===== config.mk =====
export PLATFORM = sky130hd
export DESIGN_NAME = cgs_status_regs
export DESIGN_NICKNAME = d
export VERILOG_FILES = /design/src/hw/cgs_pkg.sv /design/src/hw/cgs_err_cnt.sv /design/src/hw/cgs_status_regs.sv
export SDC_FILE = /design/constraint.sdc
export NUM_CORES = 1
export LEC_CHECK = 0
export CAP_MARGIN = 5
export CORE_ASPECT_RATIO = 1.4
export CORE_MARGIN = 1.5
export CORE_UTILIZATION = 45
export DETAILED_ROUTE_END_ITERATION = 8
export DONT_BUFFER_PORTS = 1
export HOLD_SLACK_MARGIN = 0.06
export PLACE_DENSITY_LB_ADDON = 0.3
export SYNTH_ARGS = -nofsm -noshare
export SYNTH_HDL_FRONTEND = slang
export SYNTH_SLANG_ARGS = --single-unit

===== constraint.sdc =====
create_clock -name clk_sys_i -period 1.7 [get_ports clk_sys_i]
set_input_delay 0.34 -clock clk_sys_i [delete_from_list [all_inputs] [get_ports clk_sys_i]]
set_output_delay 0.34 -clock clk_sys_i [all_outputs]
set_load 0.02 [all_outputs]

===== src/hw/cgs_pkg.sv =====
// Purpose: shared constants and carriers for the CAN general status/error block
// Assumes: 8-bit special-function register space, single system clock
// Notes: bit positions are register bit numbers
package cgs_pkg;

   // register addresses in the SFR space
   localparam logic [7:0] CGS_GIT_ADDR = 8'h9b;
   localparam logic [7:0] CGS_TEC_ADDR = 8'h9c;
   localparam logic [7:0] CGS_REC_ADDR = 8'h9d;
   localparam logic [7:0] CGS_GSTA_ADDR = 8'haa;

   // reset values
   localparam logic [7:0] CGS_GIT_RST = 8'h00;
   localparam logic [7:0] CGS_GSTA_RST = 8'h00;
   localparam logic [7:0] CGS_CNT_RST = 8'h00;

   // general status bit positions
   localparam int unsigned CGS_GSTA_OVL = 6;
   localparam int unsigned CGS_GSTA_TX = 4;
   localparam int unsigned CGS_GSTA_RX = 3;
   localparam int unsigned CGS_GSTA_EN = 2;
   localparam int unsigned CGS_GSTA_BUS_OFF_STATE = 1;
   localparam int unsigned CGS_GSTA_PASV = 0;

   // general interrupt bit positions
   localparam int unsigned CGS_GIT_SUM = 7;
   localparam int unsigned CGS_GIT_TOVF = 5;
   localparam int unsigned CGS_GIT_BOVR = 4;
   localparam int unsigned CGS_GIT_STUFF = 3;
   localparam int unsigned CGS_GIT_CRC = 2;
   localparam int unsigned CGS_GIT_FORM = 1;
   localparam int unsigned CGS_GIT_ACK = 0;

   // controller start-up delay, in clock cycles
   localparam logic [1:0] CGS_ENA_START_CYC = 2'h2;
   // equal bits allowed before a stuff violation
   localparam logic [2:0] CGS_STUFF_RUN_MAX = 3'h5;
   // crc-15 generator
   localparam logic [14:0] CGS_CRC_POLY = 15'h4599;
   localparam logic [14:0] CGS_CRC_RST = 15'h0000;
   localparam logic [15:0] CGS_TIMER_MAX = 16'hffff;
   localparam logic [15:0] CGS_TIMER_MIN = 16'h0000;

   // fault confinement figures
   localparam logic [7:0] CGS_PASSIVE_LIM = 8'h7f;
   localparam logic [7:0] CGS_TX_ERR_INC = 8'h08;
   localparam logic [7:0] CGS_RX_ERR_INC = 8'h01;
   localparam logic [7:0] CGS_RX_PRIM_INC = 8'h08;
   localparam logic [7:0] CGS_REC_PASSIVE_LOAD = 8'h77;

   typedef enum logic [1:0] {
      CGS_OFF = 2'b00,
      CGS_START = 2'b01,
      CGS_RUN = 2'b10,
      CGS_STOP = 2'b11
   } cgs_ena_state_t;

   // sampled bit stream from the protocol engine, one strobe per bit
   typedef struct packed {
      logic bit_stb;
      logic bit_val;
      logic sof;
      logic stuff_chk;
      logic crc_zone;
      logic crc_field;
      logic crc_end;
      logic form_chk;
      logic ack_slot;
      logic tx_role;
   } cgs_bits_t;

   // activity levels from the protocol engine
   typedef struct packed {
      logic tx_frame;
      logic tx_ack;
      logic ifs;
      logic tx_pending;
      logic rx_frame;
      logic ovl_tx;
   } cgs_act_t;

   // fault confinement events, one-cycle pulses
   typedef struct packed {
      logic tx_err;
      logic tx_ok;
      logic rx_err;
      logic rx_err_prim;
      logic rx_ok;
      logic bo_recover;
   } cgs_cnt_evt_t;

   typedef struct packed {
      logic rd;
      logic wr;
      logic [7:0] addr;
      logic [7:0] wdata;
   } cgs_sfr_req_t;

endpackage


===== src/hw/cgs_err_cnt.sv =====
// Purpose: saturating error counter with overflow latch
// Assumes: increment and decrement arrive as same-clock pulses
// Notes: overflow stays until clear; counter holds at its top while latched
`timescale 1ns/100ps
`default_nettype none
module cgs_err_cnt #(
   parameter int unsigned W = 8,
   parameter logic USE_LOAD = 1'b0,
   parameter logic [7:0] LOAD_VAL = 8'h00
) (
   input wire logic clk_sys_i,
   input wire logic nrst_i,
   input wire logic [7:0] inc_i,
   input wire logic dec_i,
   input wire logic clr_i,
   output logic [W-1:0] cnt_o,
   output logic ovf_o
);
   logic [W-1:0] cnt_ff;
   logic [W-1:0] nxt_cnt;
   logic ovf_ff;
   logic nxt_ovf;
   logic [W:0] sum;
   localparam logic [7:0] CGS_PASSIVE_LIM_W = cgs_pkg::CGS_PASSIVE_LIM;

   always_comb begin
      sum = {1'b0, cnt_ff} + (W+1)'(inc_i);
      nxt_cnt = cnt_ff;
      nxt_ovf = ovf_ff;
      if (clr_i) begin
         nxt_cnt = '0;
         nxt_ovf = 1'b0;
      end else if (inc_i != 8'h00) begin
         // past the top: hold at maximum and flag it
         if (sum[W]) begin
            nxt_cnt = '1;
            nxt_ovf = 1'b1;
         end else begin
            nxt_cnt = sum[W-1:0];
         end
      end else if (dec_i && !ovf_ff) begin
         if (USE_LOAD && (cnt_ff > W'(CGS_PASSIVE_LIM_W))) begin
            nxt_cnt = W'(LOAD_VAL);
         end else if (cnt_ff != '0) begin
            nxt_cnt = cnt_ff - W'(1);
         end
      end
   end

   always_ff @(posedge clk_sys_i) begin
      if (!nrst_i) begin
         cnt_ff <= W'(cgs_pkg::CGS_CNT_RST);
         ovf_ff <= 1'b0;
      end else begin
         cnt_ff <= nxt_cnt;
         ovf_ff <= nxt_ovf;
      end
   end

   assign cnt_o = cnt_ff;
   assign ovf_o = ovf_ff;
endmodule
`default_nettype wire


===== src/hw/cgs_status_regs.sv =====
// Purpose: CAN general status, general interrupt and error counter registers
// Assumes: protocol engine signals are on clk_sys_i; SFR read data one cycle late
// Notes: writing 0 to a flag clears it, writing 1 leaves it; hardware set wins
// Functional notes
// - overload bit high while our own overload frame is sent; no interrupt
// - transmitter bit high for frames, ack bit, overload frame, or pending frame in interframe
// - receiver bit high while a bus frame is acquired or monitored
// - enabled bit shows real controller state, lagging the enable command
// - summary bit is the OR of all CAN interrupt requests
// - timer overflow flag sets when CAN timer wraps from ffff to 0000
// - timer overflow interrupts only if enabled; software clears flag to withdraw
// - buffer overrun flag sets when reception buffer fills; software clears it
// - stuff error flag sets on six equal consecutive bits; sticky until cleared
// - crc over sof to data compared with received crc; mismatch sets flag
// - form error on bad crc delimiter, ack delimiter or end of frame
// - ack error when transmitting and ack slot stays recessive
// - transmit error counter read-only, reset zero
// - receive error counter read-only, reset zero
// - enable starts after two clocks; disable finishes frame, then freezes recessive
`timescale 1ns/100ps
`default_nettype none
module cgs_status_regs (
   input wire logic clk_sys_i,
   input wire logic nrst_i,
   input wire cgs_pkg::cgs_sfr_req_t sfr_req_i,
   input wire logic controller_enable_bit_i,
   input wire logic timer_overflow_irq_enable_i,
   input wire logic general_error_irq_enable_i,
   input wire logic buffer_irq_enable_i,
   input wire logic other_irq_i,
   input wire cgs_pkg::cgs_bits_t pe_bits_i,
   input wire cgs_pkg::cgs_act_t pe_act_i,
   input wire cgs_pkg::cgs_cnt_evt_t pe_cnt_i,
   input wire logic [15:0] can_timer_i,
   input wire logic rx_buffer_full_i,
   input wire logic pe_txd_i,
   output logic [7:0] sfr_rdata_o,
   output logic can_irq_o,
   output logic controller_run_o,
   output logic can_txd_o
);
   function automatic logic [14:0] crc_step(input logic [14:0] crc, input logic b);
      logic [14:0] sh;
      sh = {crc[13:0], 1'b0};
      if (b ^ crc[14]) begin
         sh = sh ^ cgs_pkg::CGS_CRC_POLY;
      end
      return sh;
   endfunction

   // ---------------- enable sequencing ----------------
   cgs_pkg::cgs_ena_state_t ena_ff;
   cgs_pkg::cgs_ena_state_t nxt_ena;
   logic [1:0] start_cnt_ff;
   logic [1:0] nxt_start_cnt;
   logic run_ff;
   logic nxt_run;
   logic txd_ff;
   logic nxt_txd;
   logic busy_frame;

   assign busy_frame = pe_act_i.tx_frame | pe_act_i.rx_frame | pe_act_i.tx_ack |
                       pe_act_i.ovl_tx;

   always_comb begin
      nxt_ena = ena_ff;
      nxt_start_cnt = start_cnt_ff;
      case (ena_ff)
         cgs_pkg::CGS_OFF: begin
            nxt_start_cnt = 2'h0;
            if (controller_enable_bit_i) begin
               nxt_ena = cgs_pkg::CGS_START;
            end
         end
         cgs_pkg::CGS_START: begin
            nxt_start_cnt = start_cnt_ff + 2'h1;
            if (!controller_enable_bit_i) begin
               nxt_ena = cgs_pkg::CGS_OFF;
            end else if (start_cnt_ff == cgs_pkg::CGS_ENA_START_CYC - 2'h1) begin
               nxt_ena = cgs_pkg::CGS_RUN;
            end
         end
         cgs_pkg::CGS_RUN: begin
            if (!controller_enable_bit_i) begin
               nxt_ena = cgs_pkg::CGS_STOP;
            end
         end
         cgs_pkg::CGS_STOP: begin
            if (controller_enable_bit_i) begin
               nxt_ena = cgs_pkg::CGS_RUN;
            end else if (!busy_frame) begin
               nxt_ena = cgs_pkg::CGS_OFF;
            end
         end
         default: begin
            nxt_ena = cgs_pkg::CGS_OFF;
         end
      endcase
      nxt_run = (nxt_ena == cgs_pkg::CGS_RUN) || (nxt_ena == cgs_pkg::CGS_STOP);
      nxt_txd = nxt_run ? pe_txd_i : 1'b1;
   end

   always_ff @(posedge clk_sys_i) begin
      if (!nrst_i) begin
         ena_ff <= cgs_pkg::CGS_OFF;
         start_cnt_ff <= 2'h0;
         run_ff <= 1'b0;
         txd_ff <= 1'b1;
      end else begin
         ena_ff <= nxt_ena;
         start_cnt_ff <= nxt_start_cnt;
         run_ff <= nxt_run;
         txd_ff <= nxt_txd;
      end
   end

   // ---------------- error detection on the bit stream ----------------
   logic [2:0] run_len_ff;
   logic [2:0] nxt_run_len;
   logic last_bit_ff;
   logic nxt_last_bit;
   logic [14:0] crc_calc_ff;
   logic [14:0] nxt_crc_calc;
   logic [14:0] crc_rx_ff;
   logic [14:0] nxt_crc_rx;
   logic ev_stuff;
   logic ev_crc;
   logic ev_form;
   logic ev_ack;

   always_comb begin
      nxt_run_len = run_len_ff;
      nxt_last_bit = last_bit_ff;
      nxt_crc_calc = crc_calc_ff;
      nxt_crc_rx = crc_rx_ff;
      ev_stuff = 1'b0;
      ev_crc = 1'b0;
      ev_form = 1'b0;
      ev_ack = 1'b0;
      if (pe_bits_i.bit_stb && run_ff) begin
         if (!pe_bits_i.stuff_chk) begin
            nxt_run_len = 3'h0;
         end else if (run_len_ff != 3'h0 && pe_bits_i.bit_val == last_bit_ff) begin
            if (run_len_ff == cgs_pkg::CGS_STUFF_RUN_MAX) begin
               ev_stuff = 1'b1;
               nxt_run_len = 3'h0;
            end else begin
               nxt_run_len = run_len_ff + 3'h1;
            end
         end else begin
            nxt_run_len = 3'h1;
         end
         nxt_last_bit = pe_bits_i.bit_val;
         if (pe_bits_i.sof) begin
            nxt_crc_calc = crc_step(cgs_pkg::CGS_CRC_RST, pe_bits_i.bit_val);
            nxt_crc_rx = cgs_pkg::CGS_CRC_RST;
         end else if (pe_bits_i.crc_zone) begin
            nxt_crc_calc = crc_step(crc_calc_ff, pe_bits_i.bit_val);
         end else if (pe_bits_i.crc_field) begin
            nxt_crc_rx = {crc_rx_ff[13:0], pe_bits_i.bit_val};
         end
         ev_form = pe_bits_i.form_chk && !pe_bits_i.bit_val;
         ev_ack = pe_bits_i.ack_slot && pe_bits_i.tx_role && pe_bits_i.bit_val;
      end
      // compare at end of crc field
      if (pe_bits_i.crc_end && run_ff) begin
         ev_crc = (crc_calc_ff != crc_rx_ff);
      end
   end

   always_ff @(posedge clk_sys_i) begin
      if (!nrst_i) begin
         run_len_ff <= 3'h0;
         last_bit_ff <= 1'b1;
         crc_calc_ff <= cgs_pkg::CGS_CRC_RST;
         crc_rx_ff <= cgs_pkg::CGS_CRC_RST;
      end else begin
         run_len_ff <= nxt_run_len;
         last_bit_ff <= nxt_last_bit;
         crc_calc_ff <= nxt_crc_calc;
         crc_rx_ff <= nxt_crc_rx;
      end
   end

   // ---------------- sticky flags and interrupt ----------------
   logic [5:0] flags_ff;
   logic [5:0] nxt_flags;
   logic [5:0] set_vec;
   logic [5:0] clr_vec;
   logic [15:0] timer_prev_ff;
   logic buf_full_prev_ff;
   logic irq_ff;
   logic nxt_irq;
   logic git_wr;
   assign git_wr = sfr_req_i.wr && (sfr_req_i.addr == cgs_pkg::CGS_GIT_ADDR);
   always_comb begin
      set_vec = 6'h00;
      set_vec[cgs_pkg::CGS_GIT_TOVF] = (timer_prev_ff == cgs_pkg::CGS_TIMER_MAX) &&
                                        (can_timer_i == cgs_pkg::CGS_TIMER_MIN);
      set_vec[cgs_pkg::CGS_GIT_BOVR] = rx_buffer_full_i && !buf_full_prev_ff;
      set_vec[cgs_pkg::CGS_GIT_STUFF] = ev_stuff;
      set_vec[cgs_pkg::CGS_GIT_CRC] = ev_crc;
      set_vec[cgs_pkg::CGS_GIT_FORM] = ev_form;
      set_vec[cgs_pkg::CGS_GIT_ACK] = ev_ack;
      clr_vec = git_wr ? ~sfr_req_i.wdata[5:0] : 6'h00;
      // set wins over a clear in the same cycle
      nxt_flags = (flags_ff & ~clr_vec) | set_vec;
      nxt_irq = other_irq_i;
      if (flags_ff[cgs_pkg::CGS_GIT_TOVF] && timer_overflow_irq_enable_i) begin
         nxt_irq = 1'b1;
      end
      if (flags_ff[cgs_pkg::CGS_GIT_BOVR] && buffer_irq_enable_i) begin
         nxt_irq = 1'b1;
      end
      if ((|flags_ff[3:0]) && general_error_irq_enable_i) begin
         nxt_irq = 1'b1;
      end
   end

   always_ff @(posedge clk_sys_i) begin
      if (!nrst_i) begin
         flags_ff <= cgs_pkg::CGS_GIT_RST[5:0];
         timer_prev_ff <= cgs_pkg::CGS_TIMER_MIN;
         buf_full_prev_ff <= 1'b0;
         irq_ff <= 1'b0;
      end else begin
         flags_ff <= nxt_flags;
         timer_prev_ff <= can_timer_i;
         buf_full_prev_ff <= rx_buffer_full_i;
         irq_ff <= nxt_irq;
      end
   end

   // ---------------- fault confinement ----------------
   logic [7:0] tec;
   logic [7:0] rec;
   logic tec_ovf;
   logic [7:0] tec_inc;
   logic [7:0] rec_inc;
   assign tec_inc = pe_cnt_i.tx_err ? cgs_pkg::CGS_TX_ERR_INC : 8'h00;
   assign rec_inc = pe_cnt_i.rx_err_prim ? cgs_pkg::CGS_RX_PRIM_INC :
                    (pe_cnt_i.rx_err ? cgs_pkg::CGS_RX_ERR_INC : 8'h00);
   cgs_err_cnt u_tec (
      .clk_sys_i(clk_sys_i),
      .nrst_i(nrst_i),
      .inc_i(tec_inc),
      .dec_i(pe_cnt_i.tx_ok),
      .clr_i(pe_cnt_i.bo_recover),
      .cnt_o(tec),
      .ovf_o(tec_ovf)
   );

   cgs_err_cnt #(
      .W(8),
      .USE_LOAD(1'b1),
      .LOAD_VAL(cgs_pkg::CGS_REC_PASSIVE_LOAD)
   ) u_rec (
      .clk_sys_i(clk_sys_i),
      .nrst_i(nrst_i),
      .inc_i(rec_inc),
      .dec_i(pe_cnt_i.rx_ok),
      .clr_i(pe_cnt_i.bo_recover),
      .cnt_o(rec),
      .ovf_o()
   );

   // ---------------- status and read port ----------------
   logic [7:0] gsta_ff;
   logic [7:0] nxt_gsta;
   logic [7:0] rdata_ff;
   logic [7:0] nxt_rdata;

   always_comb begin
      nxt_gsta = cgs_pkg::CGS_GSTA_RST;
      nxt_gsta[cgs_pkg::CGS_GSTA_OVL] = run_ff && pe_act_i.ovl_tx;
      // frame, ack, overload frame, or pending in interframe
      nxt_gsta[cgs_pkg::CGS_GSTA_TX] = run_ff && (pe_act_i.tx_frame || pe_act_i.tx_ack ||
                                        pe_act_i.ovl_tx ||
                                        (pe_act_i.ifs && pe_act_i.tx_pending));
      nxt_gsta[cgs_pkg::CGS_GSTA_RX] = run_ff && pe_act_i.rx_frame;
      nxt_gsta[cgs_pkg::CGS_GSTA_EN] = run_ff;
      nxt_gsta[cgs_pkg::CGS_GSTA_BUS_OFF_STATE] = tec_ovf;
      nxt_gsta[cgs_pkg::CGS_GSTA_PASV] = !tec_ovf && ((tec > cgs_pkg::CGS_PASSIVE_LIM) ||
                                         (rec > cgs_pkg::CGS_PASSIVE_LIM));
   end
   always_comb begin
      nxt_rdata = 8'h00;
      if (sfr_req_i.rd) begin
         case (sfr_req_i.addr)
            cgs_pkg::CGS_GIT_ADDR: nxt_rdata = {irq_ff, 1'b0, flags_ff};
            cgs_pkg::CGS_TEC_ADDR: nxt_rdata = tec;
            cgs_pkg::CGS_REC_ADDR: nxt_rdata = rec;
            cgs_pkg::CGS_GSTA_ADDR: nxt_rdata = gsta_ff;
            default: nxt_rdata = 8'h00;
         endcase
      end
   end
   always_ff @(posedge clk_sys_i) begin
      if (!nrst_i) begin
         gsta_ff <= cgs_pkg::CGS_GSTA_RST;
         rdata_ff <= 8'h00;
      end else begin
         gsta_ff <= nxt_gsta;
         rdata_ff <= nxt_rdata;
      end
   end

   // reserved bits read zero; writes there are ignored
   assign sfr_rdata_o = rdata_ff;
   assign can_irq_o = irq_ff;
   assign controller_run_o = run_ff;
   assign can_txd_o = txd_ff;
endmodule
`default_nettype wire


-- After elaboration in Yosys (flattened, before gate mapping)
Index checks and enable logic that the tools add are counted.
- $add $sub $neg: 6
- $mul: 0
- divide/modulo/power cells: 0
- magnitude comparators: 2
- equality and inequality tests: 15
- shift-type cells: 0
- multiplexer cells: 42
- bitwise operators: 10
- reductions and logical operators: 52
- operators with widths (kind ; count):
    2-to-1 mux 15 bit ; 7
    2-to-1 mux 8 bit ; 9
    == test 8 bit, second input constant ; 4
    one-hot mux 8 bit (4 select lines) ; 1
    nonzero test 8 bit ; 4
    logical AND 1 bit ; 19
    adder 8 x 4 -> 9 bit ; 2
    == test 16 bit, second input constant ; 1
    greater-than comparator 8 x 7 -> 1 bit, second input constant ; 2
    logical NOT 16 bit ; 1
    subtractor 8 x 1 -> 8 bit, second input constant ; 2
    != test 15 bit ; 1
    AND reduction 2 bit ; 7
    2-to-1 mux 2 bit ; 6
    NOT 6 bit ; 2
    nonzero test 2 bit ; 6
    2-to-1 mux 1 bit ; 11
    2-to-1 mux 3 bit ; 3
    == test 2 bit, second input constant ; 4
    2-to-1 mux 4 bit ; 2
    one-hot mux 2 bit (4 select lines) ; 1
    NOT 7 bit ; 1
    AND 6 bit ; 1
    2-to-1 mux 6 bit ; 1
    other kinds (18) ; 29
- register bits after elaboration: 98
- latch bits: 0
- bits in writable memories: 0
- bits in read-only memories: 0
- bits of input ports: 65
- output and inout port bits: 11
- logic and storage cells: 146
- memories: 0

-- Longest topological paths before layout
- word-level depth: 9
- depth in mapped cells: 7
- depth with buffers taken out: 7

-- Modules after synthesis
From an unflattened synthesis, not the netlist that was laid out.
- cells, all modules: 588
- area, all modules: 5231.3 um^2
- by module, submodules not included (module ; instances ; cells each ; area an instance (um^2) ; seq. area each (um^2)):
    cgs_status_regs ; 1 ; 380 ; 3397.0 ; 1541.5
    cgs_err_cnt at u_tec ; 1 ; 104 ; 977.2 ; 180.2
    cgs_err_cnt at u_rec ; 1 ; 104 ; 857.1 ; 180.2

-- Worst setup path before layout
OpenSTA, ideal clock, no wires.
- path type: input to register
- from: input pe_cnt_i[3] in the netlist's numbering
- to: register u_rec.cnt_ff[5], in the netlist u_rec.cnt_o[5]
- library setup time: 132 ps
- data arrival time: 1688 ps
- data required time: 1568 ps
- slack: -121 ps
- stages: 7
- path buffers: 0
- path through: nor2b_1 > ha_1 > ha_1 > a31oi_1 > nor2_1 > o311ai_1 > a21oi_1
- word-level cells in the longest chain between the ends: 5
- elaborated cells on any way between the ends: 9
- those cells by class: 1 x add/sub; 4 x mux; 4 x reduce/logical
- RTL lines (what ; RTL line ; RTL):
    from (decl) ; cgs_status_regs.sv:33 ; input wire cgs_pkg::cgs_cnt_evt_t pe_cnt_i,
    2-to-1 mux 1 bit * ; cgs_status_regs.sv:242 ; (pe_cnt_i.rx_err ? cgs_pkg::CGS_RX_ERR_INC : 8'h00);
    2-to-1 mux 4 bit * ; cgs_status_regs.sv:241 ; assign rec_inc = pe_cnt_i.rx_err_prim ? cgs_pkg::CGS_RX_PRIM_INC :
    adder 8 x 4 -> 9 bit / nonzero test 8 bit (equally long branches) ; cgs_err_cnt.sv:27, cgs_err_cnt.sv:33 ;
    2-to-1 mux 8 bit, or another cell as far along ; cgs_err_cnt.sv:35 ; if (sum[W]) begin
    2-to-1 mux 8 bit / AND reduction 2 bit (equally long branches) ; n/a ;
    to (signal assigned) ; cgs_err_cnt.sv:52 ; cnt_ff <= W'(cgs_pkg::CGS_CNT_RST);
    to (signal assigned) ; cgs_err_cnt.sv:55 ; cnt_ff <= nxt_cnt;
    to (decl) ; cgs_err_cnt.sv:19 ; logic [W-1:0] cnt_ff;
Mark *: on every way between the ends. The rest lies on a longest branch, timed or not.
A chain may end at the register's enable or synchronous reset.

-- Worst setup path after layout
- from: register u_rec.cnt_ff[0], in the netlist u_rec.cnt_o[0]
- to: register u_rec.cnt_ff[7], in the netlist u_rec.cnt_o[7]
- word-level cells in the longest chain between the ends: 5
- elaborated cells on any way between the ends: 11
- those cells by class: 2 x add/sub; 1 x order compare; 5 x mux; 3 x reduce/logical
- RTL lines (what ; RTL line ; RTL):
    subtractor 8 x 1 -> 8 bit ; cgs_err_cnt.sv:45 ; nxt_cnt = cnt_ff - W'(1);
    2-to-1 mux 8 bit ; cgs_err_cnt.sv:44 ; end else if (cnt_ff != '0) begin
    2-to-1 mux 8 bit ; cgs_err_cnt.sv:42 ; if (USE_LOAD && (cnt_ff > W'(CGS_PASSIVE_LIM_W))) begin
    2-to-1 mux 8 bit ; cgs_err_cnt.sv:41 ; end else if (dec_i && !ovf_ff) begin
    2-to-1 mux 8 bit ; cgs_err_cnt.sv:33 ; end else if (inc_i != 8'h00) begin
Several ways; a longest one is shown, not always the timed one. The select of a mux whose other input is x is not followed.

==> impl_metrics.ini <==
[placed_design]
dp_slack_ns = -0.09522
post-dp-hpwl_microns = 9059
portBuffers = 0
gp_congestion = 0.8515

[routing]
dr.pass1.iters = 4
vias_per_cell = 6.064
drt_iter0_markers = 197
wire_per_inst_microns = 17.73
finalWirelength_microns = 12660
detail-route-antenna-nets = 0
dr_total_vias = 4330
drc = 0

[logic_synthesis]
ys_seq_area_share_pct = 39.19
ys_ff_latch = 95
synth_area_sq_um = 4853
synth_commonest_cells = dfxtp_1, a21oi_1, nand2_1
synth.most_common_cell = dfxtp_1
synth-edff-count = 0
ys_async_sr_fraction_pct = 0
ys.warnings.count = 0
synth_area_leaders = dfxtp_1, a21oi_1, xnor2_1, nand2_1, nand4b_1
synthDistinctLibCells = 71
netlist.area_leader.share_pct = 39.19
ys.flop_type = dfxtp_1
avgSynthCellArea_sq_um = 8.729
synth_nets = 631
yosys.area.top_type = dfxtp_1
postSynthCellCount = 556

[global_routing]
antenna_found_initial = 0
grt_pass1_wl_microns = 20740
grt_usage_pct = 22.56
grt_pass1_vias = 4259
overflow = 0
grt_max_degree = 41

[worst_setup_path]
worstReg2RegEnd = u_rec.cnt_o[7]
cp_top_family = compound AO/OA/AOI/OAI gates
r2r.worst_path.cells = 7
critPathKind = reg2reg
cp.required_ns = 1.98
cp_num_buf_inv = 2
rr_startpoint = u_rec.cnt_o[0]
endpoint_kind = flop
worstPathArrival_ns = 1.95
crit_path_max_fanout = 6
path_cells = inv_1 -> ha_1 -> nor2b_1 -> a32oi_4 -> buf_4 -> o21ai_0 -> a21oi_1
slowest_delay_ns = 0.37
r2r_setup_slack_ns = 0.04
crit_path_start_kind = flop
slowest_stage = dfxtp_2

[timing]
whs_ns = 0.08916
period_share_pct = 97.85
setup_ws_ns = 0.03652
fmax_mhz = 601.1
fin_tns_setup_ns = 0
final_hold_viol_count = 0
timing.final.setup_violations = 0
fin_crit_ns = 1.663
finClkSkew_ns = 0.008750
rsz0062_at_grt = true
max_slew_margin_pct = 49.45
maxSlewViolCount = 0
worst_pin_slew_ns = 0.7555

[layout]
drive_gt1_share_pct = 15.63
final_nets = 646
n_antenna_cell = 0
syn_to_final_growth_pct = 16.24

[flow_run]
drv_cap = 0

[die]
die-area_sq_um = 11430
die_width_microns = 90.77
coreArea_sq_um = 10460
rows = 44
fp.dieH_microns = 125.9
boundaryPins = 76
initial_utilization_pct = 46.40

[clocking]
clk_path_buf_depth = 2
cts_tree = yes
cts_inserted_buffers = 9
clk_latency_ns = 0.35
cts-root-buf = clkbuf_16
clk_pin_slew_ns = 0.07
cts_max_level = 3
cts_sinks = 95

[power_and_ir_drop]
power_density_nw_per_um2 = 892.5
total_power_mw = 5.035
p_leak_nw = 1.920
peakVddDrop_mv = 0.5864

[worst_hold_path]
min_from = pe_txd_i
hold_end = can_txd_o
hold_depth = 1
min_path_type = in2reg

[run_status]
status = complete, no violations
sequential cells by signal, summed over array words and instances, names as in the netlist, 3 cells and up:
signal,cells
timer_prev_ff,16
crc_calc_ff,15
crc_rx_ff,15
sfr_rdata_o,8
u_rec.cnt_o,8
u_tec.cnt_o,8
flags_ff,6
gsta_ff,6
run_len_ff,3
worst register-to-register path, stage by stage, from the launching register on:
cell	delay, ns
dfxtp_2	0.37
inv_1	0.07
ha_1	0.21
nor2b_1	0.19
a32oi_4	0.35
buf_4	0.18
o21ai_0	0.08
a21oi_1	0.14
through the flow:
stage | instance area, sq um | utilization (%) | instances
3_5_place_dp | 5162 | 49.35 | 691
5_1_grt | 5642 | 53.94 | 714
2_1_floorplan | 4883 | - | 556
3_3_place_gp | 5162 | 49.35 | 691
6_report | 5642 | 53.94 | 714
4_1_cts | 5500 | 52.58 | 709
power by group:
part,switching [mW],leakage [nW],internal [mW]
Combinational,0.268,0.990,0.257
Sequential,0.0432,0.774,2.28
Clock,0.896,0.156,1.29
timing repair:
action	in CTS	in global routing
gates resized for setup	0	21
endpoints found under the hold margin	1	0
pin swaps	1	5
buffers inserted	1	5
setup endpoints to repair	1	14
hold buffers	1	0
layout make-up:
class	count	area, sq um
fillers	987	4818
clock inverters	7	95.09
clock buffers	9	225.2
flip-flops and latches	95	1906
multi-input cells	405	2846
inverters	16	60.06
well taps	138	172.7
repair buffers	44	336.6
logic make-up (layout without fill, tap and decap cells):
family | count (synthesis) | after routing | synth area share, %
buffers and inverters | 56 | 76 | 4.769
adders and majority gates | 10 | 10 | 2.578
muxes | 2 | 2 | 0.4640
xor gates and xnor gates | 23 | 23 | 4.150
and+or+nand+nor | 217 | 217 | 26.99
AOI/OAI and AO/OA | 153 | 153 | 21.86
DFF | 95 | 95 | 39.19
cell usage in the layout (no fill, tap or decap), drive strengths merged, types with 7 or more instances in the layout:
| master | Yosys | layout |
|---|---|---|
| dfxtp | 95 | 95 |
| a21oi | 53 | 53 |
| buf | 12 | 43 |
| nand2 | 42 | 42 |
| nor2 | 26 | 26 |
| xnor2 | 23 | 23 |
| o21ai | 23 | 23 |
| and2 | 20 | 20 |
| inv | 16 | 18 |
| nand4b | 17 | 17 |
| nand3 | 16 | 16 |
| nand4 | 14 | 14 |
| nand3b | 13 | 13 |
| nor2b | 11 | 11 |
| a311oi | 10 | 10 |
| or3 | 10 | 10 |
| ha | 10 | 10 |
| clkbuf | 28 | 9 |
| nor4 | 8 | 8 |
| nand2b | 7 | 7 |
| nor3 | 7 | 7 |
how the worst max path moves through the flow:
stage	startpoint	to	slack [ns]	cells after the start
after floorplan	pe_cnt_i[3]	u_rec.cnt_o[6]	0.009	7
after global placement	pe_cnt_i[3]	u_rec.cnt_o[0]	-0.08	8
after detailed placement	pe_cnt_i[3]	u_rec.cnt_o[0]	-0.1	8
after CTS	u_rec.cnt_o[0]	u_rec.cnt_o[0]	0.02	7
after global routing	u_rec.cnt_o[0]	u_rec.cnt_o[2]	-0.06	6
final	u_rec.cnt_o[0]	u_rec.cnt_o[7]	0.04	7
metal layers:
| metal | track usage [%] | part of all wire [%] | vias up | routed length, microns |
|---|---|---|---|---|
| met2 | 39.05 | 51 | 150 | 6446 |
| li1 | - | - | 2099 | - |
| met4 | 9.743 | 2.4 | 0 | 303 |
| met3 | 4.952 | 7.0 | 26 | 880 |
| met1 | 26.69 | 40 | 2055 | 5030 |
| met5 | 0 | 0 | - | 0 |
No activity file was read; power rests on OpenSTA's default activity.
